## config.mk

```make
export PLATFORM = sky130hd
export DESIGN_NAME = dtc_top
export DESIGN_NICKNAME = d
export VERILOG_FILES = /design/src/design/dtc_pkg.sv /design/src/design/dtc_top.sv
export VERILOG_INCLUDE_DIRS = /design/src /design/src/design
export SDC_FILE = /design/constraint.sdc
export NUM_CORES = 1
export LEC_CHECK = 0
export BUFFER_PORTS_ARGS = -buffer_cell sky130_fd_sc_hd__buf_2
export CAP_MARGIN = 30
export CORE_MARGIN = 3
export CORE_UTILIZATION = 55
export DETAILED_ROUTE_END_ITERATION = 7
export GPL_ROUTABILITY_DRIVEN = 1
export PLACE_DENSITY = 0.85
export SKIP_CTS_REPAIR_TIMING = 1
export SLEW_MARGIN = 20
export SYNTH_ARGS = -nofsm -noshare
export SYNTH_HDL_FRONTEND = slang
export SYNTH_SLANG_ARGS = --single-unit
```

## constraint.sdc

```tcl
create_clock -name i_sys_clk -period 4.2 [get_ports i_sys_clk]
set_input_delay 0.42 -clock i_sys_clk [delete_from_list [all_inputs] [get_ports i_sys_clk]]
set_output_delay 0.42 -clock i_sys_clk [all_outputs]
set_load 0.1 [all_outputs]
```

## src/design/dtc_defines.svh

```systemverilog
// Register addresses, bit positions and counts for the dual timer block
`ifndef DTC_DEFINES_SVH
`define DTC_DEFINES_SVH
`define DTC_ADDR_CTRL 8'h88
`define DTC_ADDR_MODE 8'h89
`define DTC_ADDR_LOW0 8'h8a
`define DTC_ADDR_LOW1 8'h8b
`define DTC_ADDR_HIGH0 8'h8c
`define DTC_ADDR_HIGH1 8'h8d
`define DTC_ADDR_AUX 8'ha3
`define DTC_RST_BYTE 8'h00
`define DTC_RST_NIB 4'h0
`define DTC_CTRL_FLAG1 7
`define DTC_CTRL_RUN1 6
`define DTC_CTRL_FLAG0 5
`define DTC_CTRL_RUN0 4
`define DTC_MODE_GATE1 7
`define DTC_MODE_CT1 6
`define DTC_MODE_U1_HI 5
`define DTC_MODE_U1_LO 4
`define DTC_MODE_GATE0 3
`define DTC_MODE_CT0 2
`define DTC_MODE_U0_HI 1
`define DTC_MODE_U0_LO 0
`define DTC_AUX_X12_1 3
`define DTC_AUX_X12_0 2
`define DTC_AUX_CKOE1 1
`define DTC_AUX_CKOE0 0
`define DTC_M_13BIT 2'b00
`define DTC_M_16BIT 2'b01
`define DTC_M_RELOAD 2'b10
`define DTC_M_SPLIT 2'b11
`define DTC_PRESC_LAST 4'hb
`define DTC_PRESC_ZERO 4'h0
`define DTC_PRESC_STEP 4'h1
`define DTC_BYTE_ONES 8'hff
`define DTC_BYTE_ONE 8'h01
`define DTC_WORD_ONE 16'h0001
`define DTC_LOW5_ONES 5'h1f
`define DTC_LOW5_ONE 5'h01
`endif

```

## src/design/dtc_pkg.sv

```systemverilog
// State type of the dual timer block
package dtc_pkg;
  typedef struct packed {
    logic tf1;
    logic tr1;
    logic tf0;
    logic tr0;
    logic [7:0] mode;
    logic [3:0] aux;
    logic [7:0] tl0;
    logic [7:0] th0;
    logic [7:0] tl1;
    logic [7:0] th1;
    logic [3:0] presc;
    logic smp0;
    logic smp1;
    logic pend0;
    logic pend1;
    logic cko0;
    logic cko1;
    logic oe0;
    logic oe1;
    logic irq0;
    logic irq1;
    logic [7:0] rdata;
  } dtc_state_s;
endpackage

```

## src/design/dtc_top.sv

```systemverilog
// Dual timer/counter with clock outputs, special-function-register port
//
// What this block does
// Unit one flag: hardware sets on overflow, vector or software clears.
// Unit zero flag: hardware sets on overflow, vector or software clears.
// Unit one counts only while its run bit is one.
// Unit zero counts only while its run bit is one, except its mode 11 high byte, which follows the unit one run bit.
// With gating on, a unit counts only while its gate pin is high, except the split high byte, which ignores both gate pins.
// Select bit zero counts the system clock, one counts pin events.
// Mode 00 is a 13-bit counter, same for both units.
// Mode 01 is a full 16-bit counter over both bytes.
// Mode 10 is an 8-bit low byte reloading from the high byte.
// Mode 11 on unit zero: two 8-bit counters, high byte timer only.
// Mode 11 on unit one stops it and holds its count.
// Unit one timer rate is clock over twelve, or clock when fast.
// Unit zero timer rate is clock over twelve, or clock when fast.
// Unit one clock output enable drives its clock onto its pin.
// Unit zero clock output enable drives its clock onto its pin.
// Pin sampled each rate cycle; high then low counts one cycle later.
// Reload overflow sets flag, copies high into low, keeps high.
// Split high byte uses unit one run bit, flag and interrupt.
// Clock output: reload timer, half-period per overflow, no interrupt.
// 13-bit count is high byte plus low five bits of low byte.
`timescale 1ns/1ps
`include "dtc_defines.svh"

module dtc_top
  import dtc_pkg::*;
(
  input wire logic i_sys_clk,
  input wire logic i_rst_n,
  input wire logic [7:0] i_sfr_addr,
  input wire logic i_sfr_wr,
  input wire logic i_sfr_rd,
  input wire logic [7:0] i_sfr_wdata,
  output logic [7:0] o_sfr_rdata,
  input wire logic i_vec_ack_zero,
  input wire logic i_vec_ack_one,
  input wire logic i_count_pin_zero,
  input wire logic i_count_pin_one,
  input wire logic i_gate_pin_zero,
  input wire logic i_gate_pin_one,
  output logic o_irq_zero,
  output logic o_irq_one,
  output logic o_unit_zero_clock_output_pin,
  output logic o_unit_zero_clock_output_oe,
  output logic o_unit_one_clock_output_pin,
  output logic o_unit_one_clock_output_oe
);

  dtc_state_s r_reg;
  dtc_state_s r_next;
  logic tick12;
  logic rate0;
  logic rate1;
  logic run0;
  logic run1;
  logic en0;
  logic en1;
  logic split0;
  logic cko_on0;
  logic cko_on1;
  logic [1:0] m0e;
  logic [1:0] m1e;
  logic [16:0] step0;
  logic [16:0] step1;
  logic ovf0;
  logic ovf1;
  logic en_th0;
  logic ovf_th0;
  logic wr_ctrl;
  logic wr_tl0;
  logic wr_th0;
  logic wr_tl1;
  logic wr_th1;

  // ==========================================================
  // Count step: {overflow, high, low}
  function automatic logic [16:0] dtc_step(
    input logic [1:0] mode,
    input logic [7:0] th,
    input logic [7:0] tl
  );
    logic [12:0] c13;
    logic [15:0] c16;
    c13 = {th, tl[4:0]};
    c16 = {th, tl};
    unique case (mode)
      `DTC_M_13BIT:
      begin
        c13 = c13 + {8'h00, `DTC_LOW5_ONE};
        dtc_step = {(th == `DTC_BYTE_ONES) && (tl[4:0] == `DTC_LOW5_ONES),
                    c13[12:5], tl[7:5], c13[4:0]};
      end
      `DTC_M_16BIT:
      begin
        c16 = c16 + `DTC_WORD_ONE;
        dtc_step = {(c16 == 16'h0000), c16};
      end
      `DTC_M_RELOAD:
      begin
        if (tl == `DTC_BYTE_ONES)
          dtc_step = {1'b1, th, th};
        else
          dtc_step = {1'b0, th, tl + `DTC_BYTE_ONE};
      end
      `DTC_M_SPLIT:
      begin
        dtc_step = {(tl == `DTC_BYTE_ONES), th, tl + `DTC_BYTE_ONE};
      end
    endcase
  endfunction

  // ==========================================================
  // Next state
  always_comb
  begin
    r_next = r_reg;
    wr_ctrl = i_sfr_wr && (i_sfr_addr == `DTC_ADDR_CTRL);
    wr_tl0 = i_sfr_wr && (i_sfr_addr == `DTC_ADDR_LOW0);
    wr_th0 = i_sfr_wr && (i_sfr_addr == `DTC_ADDR_HIGH0);
    wr_tl1 = i_sfr_wr && (i_sfr_addr == `DTC_ADDR_LOW1);
    wr_th1 = i_sfr_wr && (i_sfr_addr == `DTC_ADDR_HIGH1);

    // Shared divide-by-twelve prescaler
    tick12 = (r_reg.presc == `DTC_PRESC_LAST);
    r_next.presc = tick12 ? `DTC_PRESC_ZERO
                          : r_reg.presc + `DTC_PRESC_STEP;
    rate0 = r_reg.aux[`DTC_AUX_X12_0] | tick12;
    rate1 = r_reg.aux[`DTC_AUX_X12_1] | tick12;

    // Falling edge sampled per rate cycle, counted on the next one
    if (rate0)
    begin
      r_next.smp0 = i_count_pin_zero;
      r_next.pend0 = r_reg.smp0 & ~i_count_pin_zero;
    end
    if (rate1)
    begin
      r_next.smp1 = i_count_pin_one;
      r_next.pend1 = r_reg.smp1 & ~i_count_pin_one;
    end

    cko_on0 = r_reg.aux[`DTC_AUX_CKOE0] & ~r_reg.mode[`DTC_MODE_CT0];
    cko_on1 = r_reg.aux[`DTC_AUX_CKOE1] & ~r_reg.mode[`DTC_MODE_CT1];
    m0e = cko_on0 ? `DTC_M_RELOAD
                  : r_reg.mode[`DTC_MODE_U0_HI:`DTC_MODE_U0_LO];
    m1e = cko_on1 ? `DTC_M_RELOAD
                  : r_reg.mode[`DTC_MODE_U1_HI:`DTC_MODE_U1_LO];
    split0 = (m0e == `DTC_M_SPLIT);

    run0 = r_reg.tr0 &
           (~r_reg.mode[`DTC_MODE_GATE0] | i_gate_pin_zero);
    run1 = r_reg.tr1 &
           (~r_reg.mode[`DTC_MODE_GATE1] | i_gate_pin_one);
    en0 = run0 & rate0 &
          (r_reg.mode[`DTC_MODE_CT0] ? r_reg.pend0 : 1'b1);
    en1 = run1 & rate1 & (m1e != `DTC_M_SPLIT) &
          (r_reg.mode[`DTC_MODE_CT1] ? r_reg.pend1 : 1'b1);

    step0 = dtc_step(m0e, r_reg.th0, r_reg.tl0);
    step1 = dtc_step(m1e, r_reg.th1, r_reg.tl1);
    ovf0 = en0 & step0[16];
    ovf1 = en1 & step1[16];
    if (en0)
    begin
      r_next.tl0 = step0[7:0];
      r_next.th0 = step0[15:8];
    end
    if (en1)
    begin
      r_next.tl1 = step1[7:0];
      r_next.th1 = step1[15:8];
    end

    // Split high byte: timer only, unit one run bit
    en_th0 = split0 & r_reg.tr1 & rate0;
    ovf_th0 = en_th0 & (r_reg.th0 == `DTC_BYTE_ONES);
    if (en_th0)
      r_next.th0 = r_reg.th0 + `DTC_BYTE_ONE;

    // Clock outputs toggle on each overflow
    if (ovf0 & cko_on0)
      r_next.cko0 = ~r_reg.cko0;
    if (ovf1 & cko_on1)
      r_next.cko1 = ~r_reg.cko1;

    // Flags: vector clear, software write, then hardware set wins
    r_next.tf0 = r_reg.tf0 & ~i_vec_ack_zero;
    r_next.tf1 = r_reg.tf1 & ~i_vec_ack_one;
    if (wr_ctrl)
    begin
      r_next.tf1 = i_sfr_wdata[`DTC_CTRL_FLAG1];
      r_next.tr1 = i_sfr_wdata[`DTC_CTRL_RUN1];
      r_next.tf0 = i_sfr_wdata[`DTC_CTRL_FLAG0];
      r_next.tr0 = i_sfr_wdata[`DTC_CTRL_RUN0];
    end
    r_next.tf0 = r_next.tf0 | ovf0;
    r_next.tf1 = r_next.tf1 | (split0 ? ovf_th0 : ovf1);

    // Software writes to count bytes override counting
    if (i_sfr_wr && (i_sfr_addr == `DTC_ADDR_MODE))
      r_next.mode = i_sfr_wdata;
    if (i_sfr_wr && (i_sfr_addr == `DTC_ADDR_AUX))
      r_next.aux = i_sfr_wdata[3:0];
    if (wr_tl0)
      r_next.tl0 = i_sfr_wdata;
    if (wr_th0)
      r_next.th0 = i_sfr_wdata;
    if (wr_tl1)
      r_next.tl1 = i_sfr_wdata;
    if (wr_th1)
      r_next.th1 = i_sfr_wdata;

    r_next.oe0 = r_next.aux[`DTC_AUX_CKOE0];
    r_next.oe1 = r_next.aux[`DTC_AUX_CKOE1];
    r_next.irq0 = r_next.tf0 & ~cko_on0;
    r_next.irq1 = r_next.tf1 & (split0 | ~cko_on1);

    if (i_sfr_rd)
    begin
      unique case (i_sfr_addr)
        `DTC_ADDR_CTRL: r_next.rdata = {r_reg.tf1, r_reg.tr1, r_reg.tf0,
                                        r_reg.tr0, `DTC_RST_NIB};
        `DTC_ADDR_MODE: r_next.rdata = r_reg.mode;
        `DTC_ADDR_LOW0: r_next.rdata = r_reg.tl0;
        `DTC_ADDR_HIGH0: r_next.rdata = r_reg.th0;
        `DTC_ADDR_LOW1: r_next.rdata = r_reg.tl1;
        `DTC_ADDR_HIGH1: r_next.rdata = r_reg.th1;
        `DTC_ADDR_AUX: r_next.rdata = {`DTC_RST_NIB, r_reg.aux};
        default: r_next.rdata = `DTC_RST_BYTE;
      endcase
    end
  end

  // ==========================================================
  // State register
  always_ff @(posedge i_sys_clk)
  begin
    if (!i_rst_n)
      r_reg <= '0;
    else
      r_reg <= r_next;
  end

  assign o_sfr_rdata = r_reg.rdata;
  assign o_irq_zero = r_reg.irq0;
  assign o_irq_one = r_reg.irq1;
  assign o_unit_zero_clock_output_pin = r_reg.cko0;
  assign o_unit_zero_clock_output_oe = r_reg.oe0;
  assign o_unit_one_clock_output_pin = r_reg.cko1;
  assign o_unit_one_clock_output_oe = r_reg.oe1;
endmodule
```

# Word level (Yosys, flattened, before mapping)

Index checks and enable logic that the tools add are counted.
W data, S select, Z words.

Register bits: 70
Bits in latches: 0
RAM bits: 0
Bits in read-only memories: 0
Output and inout port bits: 14
Word-level logic and storage cells: 143
Memories: 0

Add/subtract/negate cells: 8
Multipliers: 0
Div/mod/pow operators: 0
Magnitude comparators: 0
Equal/unequal tests: 27
Shift operators: 0
Muxes and demuxes: 19
Bitwise gates (word level): 42
Reduce and logical (&&, ||, !) cells: 22

Operators by type and width:

| cell                    | count |
|---|---|
| $pmux W17 S4            | 2 |
| $eq A8 B8 Y1 const B    | 11 |
| $pmux W8 S7             | 1 |
| $mux W8                 | 5 |
| $mux W17                | 2 |
| $add A16 B1 Y16 const B | 2 |
| $logic_not A16 Y1       | 2 |
| $mux W16                | 2 |
| $add A13 B1 Y13 const B | 2 |
| $add A8 B1 Y8 const B   | 3 |
| $and A1 B1 Y1           | 22 |
| $not A1 Y1              | 13 |
| $eq A5 B5 Y1 const B    | 2 |
| $ne A2 B2 Y1 const B    | 5 |
| $logic_and A1 B1 Y1     | 9 |
| $eq A2 B2 Y1 const B    | 4 |
| $or A1 B1 Y1            | 7 |
| $mux W2                 | 3 |
| $reduce_and A3 Y1       | 2 |
| $reduce_bool A2 Y1      | 3 |
| $add A4 B1 Y4 const B   | 1 |
| $eq A2 B1 Y1 const B    | 2 |
| $eq A4 B4 Y1 const B    | 1 |
| $logic_not A2 Y1        | 2 |
| 7 further kinds         | 10 |

# Depth between registers and ports, before layout

Gate-level depths: netlist of the first run.

Depth in word-level cells: 10
Gate-level depth with buffers: 9
Gate-level depth less buffers: 9

# Least setup slack after synthesis of the first run

Ideal clock, no wire load.

Path type: register to register
From: register r_reg[54] (netlist name)
To: register r_reg[42] (netlist name)
Setup time: 0.129 ns
Arrival: 2.296 ns
Slack: 1.775 ns
Cell stages (with the launch flop): 9
Path buffers: 2
Path through: dfxtp_1 -> nand2b_1 -> buf_6 -> and2_1 -> nand2b_1 -> clkbuf_1 -> nand2_1 -> a2111oi_0 -> o32ai_1

Word-level cells in the longest chain between the ends: 7
Elaborated cells on any way between the ends: 16

RTL lines:

| item                                          | line                           | source |
|---|---|---|
| from (decl)                                   | dtc_top.sv:51                  | `dtc_state_s r_reg;` |
| from (signal assigned)                        | dtc_top.sv:243                 | `r_reg <= r_next;` |
| $and A1 B1 Y1 (*)                             | dtc_top.sv:144                 | `` cko_on0 = r_reg.aux[`DTC_AUX_CKOE0] & ~r_reg.mode[`DTC_MODE_CT0]; `` |
| $mux W2 (*)                                   | dtc_top.sv:146                 | `` m0e = cko_on0 ? `DTC_M_RELOAD `` |
| $eq A2 B2 Y1 (tied with other cells)          | dtc_top.sv:88                  | `unique case (mode)` |
| $pmux W17 S4 or $and A1 B1 Y1 (tied branches) | dtc_top.sv:88, dtc_top.sv:177  |  |
| $mux W16 or $and A1 B1 Y1 (tied branches)     | dtc_top.sv:165, dtc_top.sv:177 |  |
| $mux W8 (tied with other cells)               | dtc_top.sv:179                 | `if (en_th0)` |
| $mux W8 or $reduce_and A3 Y1 (tied branches)  | n/a                            |  |

Every way passes the cells marked *; elsewhere a longest branch is shown, timed or not. The select of a mux whose other input is x is not followed.
A chain may end at the register's enable or synchronous reset.

# Worst setup path after layout of the first run

From: register r_reg[18] (netlist name)
To: register r_reg[35] (netlist name)

Word-level cells in the longest chain between the ends: 7

RTL lines:

| item                                | line           | source |
|---|---|---|
| $eq A4 B4 Y1 (no source line)       | n/a            |  |
| $or A1 B1 Y1                        | dtc_top.sv:130 | `` rate1 = r_reg.aux[`DTC_AUX_X12_1] \| tick12; `` |
| $and A1 B1 Y1 (3 in a row)          | dtc_top.sv:158 | `` en1 = run1 & rate1 & (m1e != `DTC_M_SPLIT) & `` |
| $reduce_bool A2 Y1 (no source line) | n/a            |  |
| $reduce_and A2 Y1 (no source line)  | n/a            |  |

Every way passes these cells.

==> results.yml, run 1 <==
route:
  first_iter_violations: 791
  drc_errors: 0
  wl_per_cell_um: 20.6
  routed-via-count: 5512
  viasPerCell: 6.85
  ant_nets: 0
  drtPass1Iterations: 5
  wirelength_mm: 16.6
place:
  gp_congestion: 0.994
  dpl.hpwl_mm: 11.9
  io_buffers: 39
  placed_area_um2: 5290
global_routing:
  overflow: 0
  grt_first_pass_wirelength_mm: 26.4
  grt_pass1_vias: 5034
  grt_max_degree: 27
  antenna_found_initial: 0
  grt_use_total_pct: 30.4
synth:
  syn_inst: 679
  synth-edff-count: 0
  yosysWarnings: 0
  synth_most_common_cell: "dfxtp_1"
  ys_seq_area_share_pct: 25.9
  post_synth_num_cell_types: 88
  yosys_register_bits: 68
  syn_avg_cell_area_um2: 7.73
  syn-cell-area_um2: 5250
  synthArstFlopShare_pct: 0
  synth_area_leader_cell: "dfxtp_1"
  synthFlopType: "dfxtp_1"
  synth_top_area_share_pct: 25.9
  synthTopCellsByArea: "dfxtp_1, a21oi_1, nand2_1, mux2i_1, nor2_1"
  netlist_top_cells_count: "dfxtp_1, a21oi_1, nand2_1, nor2_1, nand3_1"
  syn_nets: 713
setup_path:
  critPathTopFamily: "simple AND/OR/NAND/NOR gates"
  worstSetupPathDepth: 7
  arrival_ps: 2960
  path_buf_inv: 0
  required_ps: 4490
  crit_path_cell_trace: "ha_1 -> and3b_1 -> o2111ai_4 -> nor2_1 -> a21oi_1 -> a311o_1 -> a21oi_1"
  slowest_stage: "nor2_1"
  crit_top_cell: "a21oi_1"
  worstSetupPathType: "register to register"
  slowest_delay_ps: 630
  cp_max_fo: 12
  start_kind: "register"
  end_kind: "register"
  ff2ff_path_depth: 7
worst_hold_path:
  holdPathStages: 3
  hp-class: "primary input to register"
floorplanning:
  fp.dieH_um: 104
  start_util_pct: 56.8
  rows: 35
  die_w_um: 104
  die_area_um2: 10800
  ios: 40
  core_um2: 9240
sta:
  worst_slew_pin_slew_ps: 870
  slew_headroom_pct: 41.5
  fin_crit_sh_pct: 63.8
  slew_viol_final: 0
  finClkSkew_ps: 14.1
  layout_min_cycle_time_ps: 2680
  tns_ps: 0
  clock.fmax_ghz: 0.373
  setup_viol: 0
  hold_violations: 0
  rsz0062_at_grt: "false"
  fin_hold_ws_ps: 319
run:
  maxCapViolations: 0
power_and_ir_drop:
  worst_ir_drop_vdd_uv: 245
  p_leak_nw: 1.92
  p_per_area_nw_per_um2: 254
finish:
  antennaDiodeCount: 0
  drive_gt1_share_pct: 12.9
  area_delta_synth_final_pct: 5.79
  stdcell_area_um2: 5550
  largest_reg_flops: 56
  fillCellCount: 811
  finalNetCount: 705
cts:
  clockBufferDepth: 2
  insertion_delay_ps: 360
  clkTransAtPathRegs_ps: 90
  cts_root_buf: "clkbuf_8"
  numCtsBuffers: 9
  cts_sinks: 68
  cts_tree: "done"
  h-tree-depth: 3
status:
  outcome: "completed"
==> cells by family (layout without fill, tap and decap cells) <==
| group | count (synthesis) | count (layout) | share of synthesized area (%) |
|---|---|---|---|
| XOR/XNOR | 24 | 24 | 4.00 |
| adder cells (fa/ha/maj) | 8 | 8 | 1.91 |
| flip-flops | 68 | 68 | 25.9 |
| AND/OR/NAND/NOR | 293 | 293 | 31.3 |
| AO/OA/AOI/OAI | 194 | 194 | 25.3 |
| buffers and inverters | 66 | 63 | 6.65 |
| multiplexers | 26 | 26 | 4.98 |
==> power breakdown <==
group	switching (mW)	internal [mW]
Sequential	0.00440	0.647
Combinational	0.0575	0.0260
Clock	0.279	0.398
Total	0.341	1.07
==> tightest hold or removal path, delay by kind of cell <==
kind	cells	cell delay [ps]
buffers and inverters	1	100
AOI/OAI and AO/OA	1	60
and+or+nand+nor	1	50
==> metal layers <==
metal  GRT usage [%]  wire length [um]  vias to the layer above
li1                -                 -                     2495
met1            40.5              6560                     2559
met2            47.1              7520                      382
met3            6.54              1780                       76
met4            13.9               750                        0
met5               0                 0                        -
==> per-stage QoR <==
step / setup WS, ps / std cells / utilization, % / total power [mW]
after floorplan: 1770 / 679 / - / 0.709
after global placement: 1730 / 788 / 57.3 / 0.742
after detailed placement: 1580 / 788 / 57.3 / 0.746
after CTS: 1520 / 804 / 59.9 / 1.41
after global routing: 1270 / 805 / 60.1 / 1.45
final: 1520 / 805 / 60.1 / 1.41
==> final cells by class <==
type                            instances  area [um^2]  share of cell area [%]
Clock buffer                            9          124                    2.23
Clock inverter                          7          124                    2.23
Inverter                                5         18.8                   0.338
Multi-Input combinational cell        545         3540                    63.7
Sequential cell                        68         1360                    24.5
Tap cell                              129          161                    2.91
Timing Repair Buffer                   42          225                    4.06
==> worst paths after layout <==
path / from / endpoint / slack, ps
setup / recovery: r_reg[18] / r_reg[35] / 1520
hold / removal: i_count_pin_zero / r_reg[17] / 320
setup reg to reg: r_reg[18] / r_reg[35] / 1520
hold reg to reg: r_reg[16] / r_reg[16] / 470
==> cells in the final DEF, fill, tap and decap left out, types with 4 or more instances in the layout <==
master | netlist | final
mux2i_1 | 25 | 25
o2111ai_1 | 4 | 4
nor3b_1 | 4 | 4
nor3_1 | 13 | 13
nand2_1 | 67 | 67
and2_1 | 6 | 6
a31oi_1 | 9 | 9
xnor2_1 | 11 | 11
o21ai_1 | 11 | 11
a211oi_1 | 6 | 6
xor2_1 | 13 | 13
a221o_1 | 5 | 5
or3_1 | 7 | 7
o22ai_1 | 5 | 5
o211ai_1 | 9 | 9
nor2b_1 | 4 | 4
inv_1 | 5 | 5
and4_1 | 8 | 8
and3_1 | 12 | 12
nor4_1 | 8 | 8
o21ai_0 | 25 | 25
buf_2 | 23 | 39
nand3_1 | 38 | 38
a211o_1 | 4 | 4
nand2b_1 | 21 | 21
ha_1 | 8 | 8
nor2_1 | 59 | 59
a21oi_1 | 67 | 67
clkbuf_8 | 0 | 9
nand4_1 | 11 | 11
a22oi_1 | 8 | 8
dfxtp_1 | 68 | 68
No activity file was read; power rests on OpenSTA's default activity.
==> run 2, diff against run 1 <==
==> constraint.sdc (replaced) <==
create_clock -name i_sys_clk -period 2.6 [get_ports i_sys_clk]
set_input_delay 0.26 -clock i_sys_clk [delete_from_list [all_inputs] [get_ports i_sys_clk]]
set_output_delay 0.26 -clock i_sys_clk [all_outputs]
set_load 0.1 [all_outputs]
==> results.yml, run 2 (synthesis gave the netlist of run 1 again) <==
status:
  outcome: "completed"
route:
  drtPass1Iterations: 6
  viasPerCell: 6.78
  wl_per_cell_um: 20.8
  first_iter_violations: 576
  routed-via-count: 5554
  drc_errors: 0
  wirelength_mm: 17.1
  ant_nets: 0
setup_path:
  worstSetupPathType: "register to register"
  arrival_ps: 2720
  required_ps: 2890
  start_kind: "register"
  cp_max_fo: 7
  end_kind: "register"
power_and_ir_drop:
  total_power_mw: 2.20
  p_leak_nw: 1.98
  worst_ir_drop_vdd_uv: 293
  p_per_area_nw_per_um2: 390
finish:
  largest_reg_flops: 56
  fin_util_pct: 61.0
  stdcell_area_um2: 5640
  area_delta_synth_final_pct: 7.44
  drive_gt1_share_pct: 14.6
  finalNetCount: 719
  final_cell_mix: "dfxtp_1, a21oi_1, nand2_1"
  final_common_cell: "dfxtp_1"
  antennaDiodeCount: 0
  layout.cells.non_filler: 819
sta:
  finClkSkew_ps: 13.4
  worst_slew_pin_slew_ps: 693
  rsz0062_at_grt: "false"
  worst_slack_ps: 170
  hold_violations: 0
  slew_viol_final: 0
  fin_hold_ws_ps: 146
  tns_ps: 0
  setup_viol: 0
  layout_min_cycle_time_ps: 2430
  clock.fmax_ghz: 0.412
  slew_headroom_pct: 53.7
  fin_crit_sh_pct: 93.5
cts:
  numCtsBuffers: 9
  insertion_delay_ps: 370
  clockBufferDepth: 2
  clkTransAtPathRegs_ps: 90
  h-tree-depth: 3
  cts_sinks: 68
  cts_tree: "done"
  cts_root_buf: "clkbuf_8"
floorplanning:
  start_util_pct: 56.8
  fp.dieH_um: 104
  die_w_um: 104
  core_um2: 9240
  rows: 35
  die_area_um2: 10800
  ios: 40
place:
  placed_area_um2: 5420
  pre_cts_slack_ps: 272
  gp_congestion: 0.968
  io_buffers: 39
  dpl.cell_count: 803
  dpl.hpwl_mm: 12.3
worst_hold_path:
  hp-class: "primary input to register"
global_routing:
  grt_max_degree: 31
  grt_use_total_pct: 31.4
  grt_pass1_vias: 5064
  overflow: 0
  antenna_found_initial: 0
  grt_first_pass_wirelength_mm: 27.1
run:
  maxCapViolations: 0
[run 2: path summary, 6_finish.rpt]
| check | from | to | slack [ps] | depth (start not counted) |
|---|---|---|---|---|
| setup / recovery | r_reg[18] | r_reg[34] | 170 | 8 |
| hold / removal | i_count_pin_zero | r_reg[17] | 150 | 3 |
| setup reg to reg | r_reg[18] | r_reg[34] | 170 | 8 |
| hold reg to reg | r_reg[15] | r_reg[15] | 460 | 2 |
[run 2: layout make-up]
cell class	count	area, um^2
clock buffers	9	124
clock inverters	7	100
well taps	129	161
repair buffers	56	335
multi-input cells	545	3540
inverters	5	18.8
flip-flops and latches	68	1360
fillers	836	3600
[run 2: per-layer routing]
metal,up-vias,share of wire [%],global-route usage (%)
met5,-,0,0
met4,0,5.0,19.1
met3,74,10,5.86
met2,343,47,49.1
met1,2605,38,40.1
li1,2532,-,-
[run 2: power by group]
group          switching [mW]  total (mW)  internal [mW]
Clock                   0.469        1.01          0.544
Sequential            0.00575        1.05           1.05
Combinational          0.0938       0.137         0.0434
Total                   0.568        2.20           1.63
[run 2: worst max-delay path, cell delays in order, from the launching register on]
cell and delay (ps):
dfxtp_1 370, ha_1 250, and3b_1 380, o2111ai_4 250, nor2_1 410, buf_4 230, nor2_1 50, a211o_1 270
a21oi_1 150
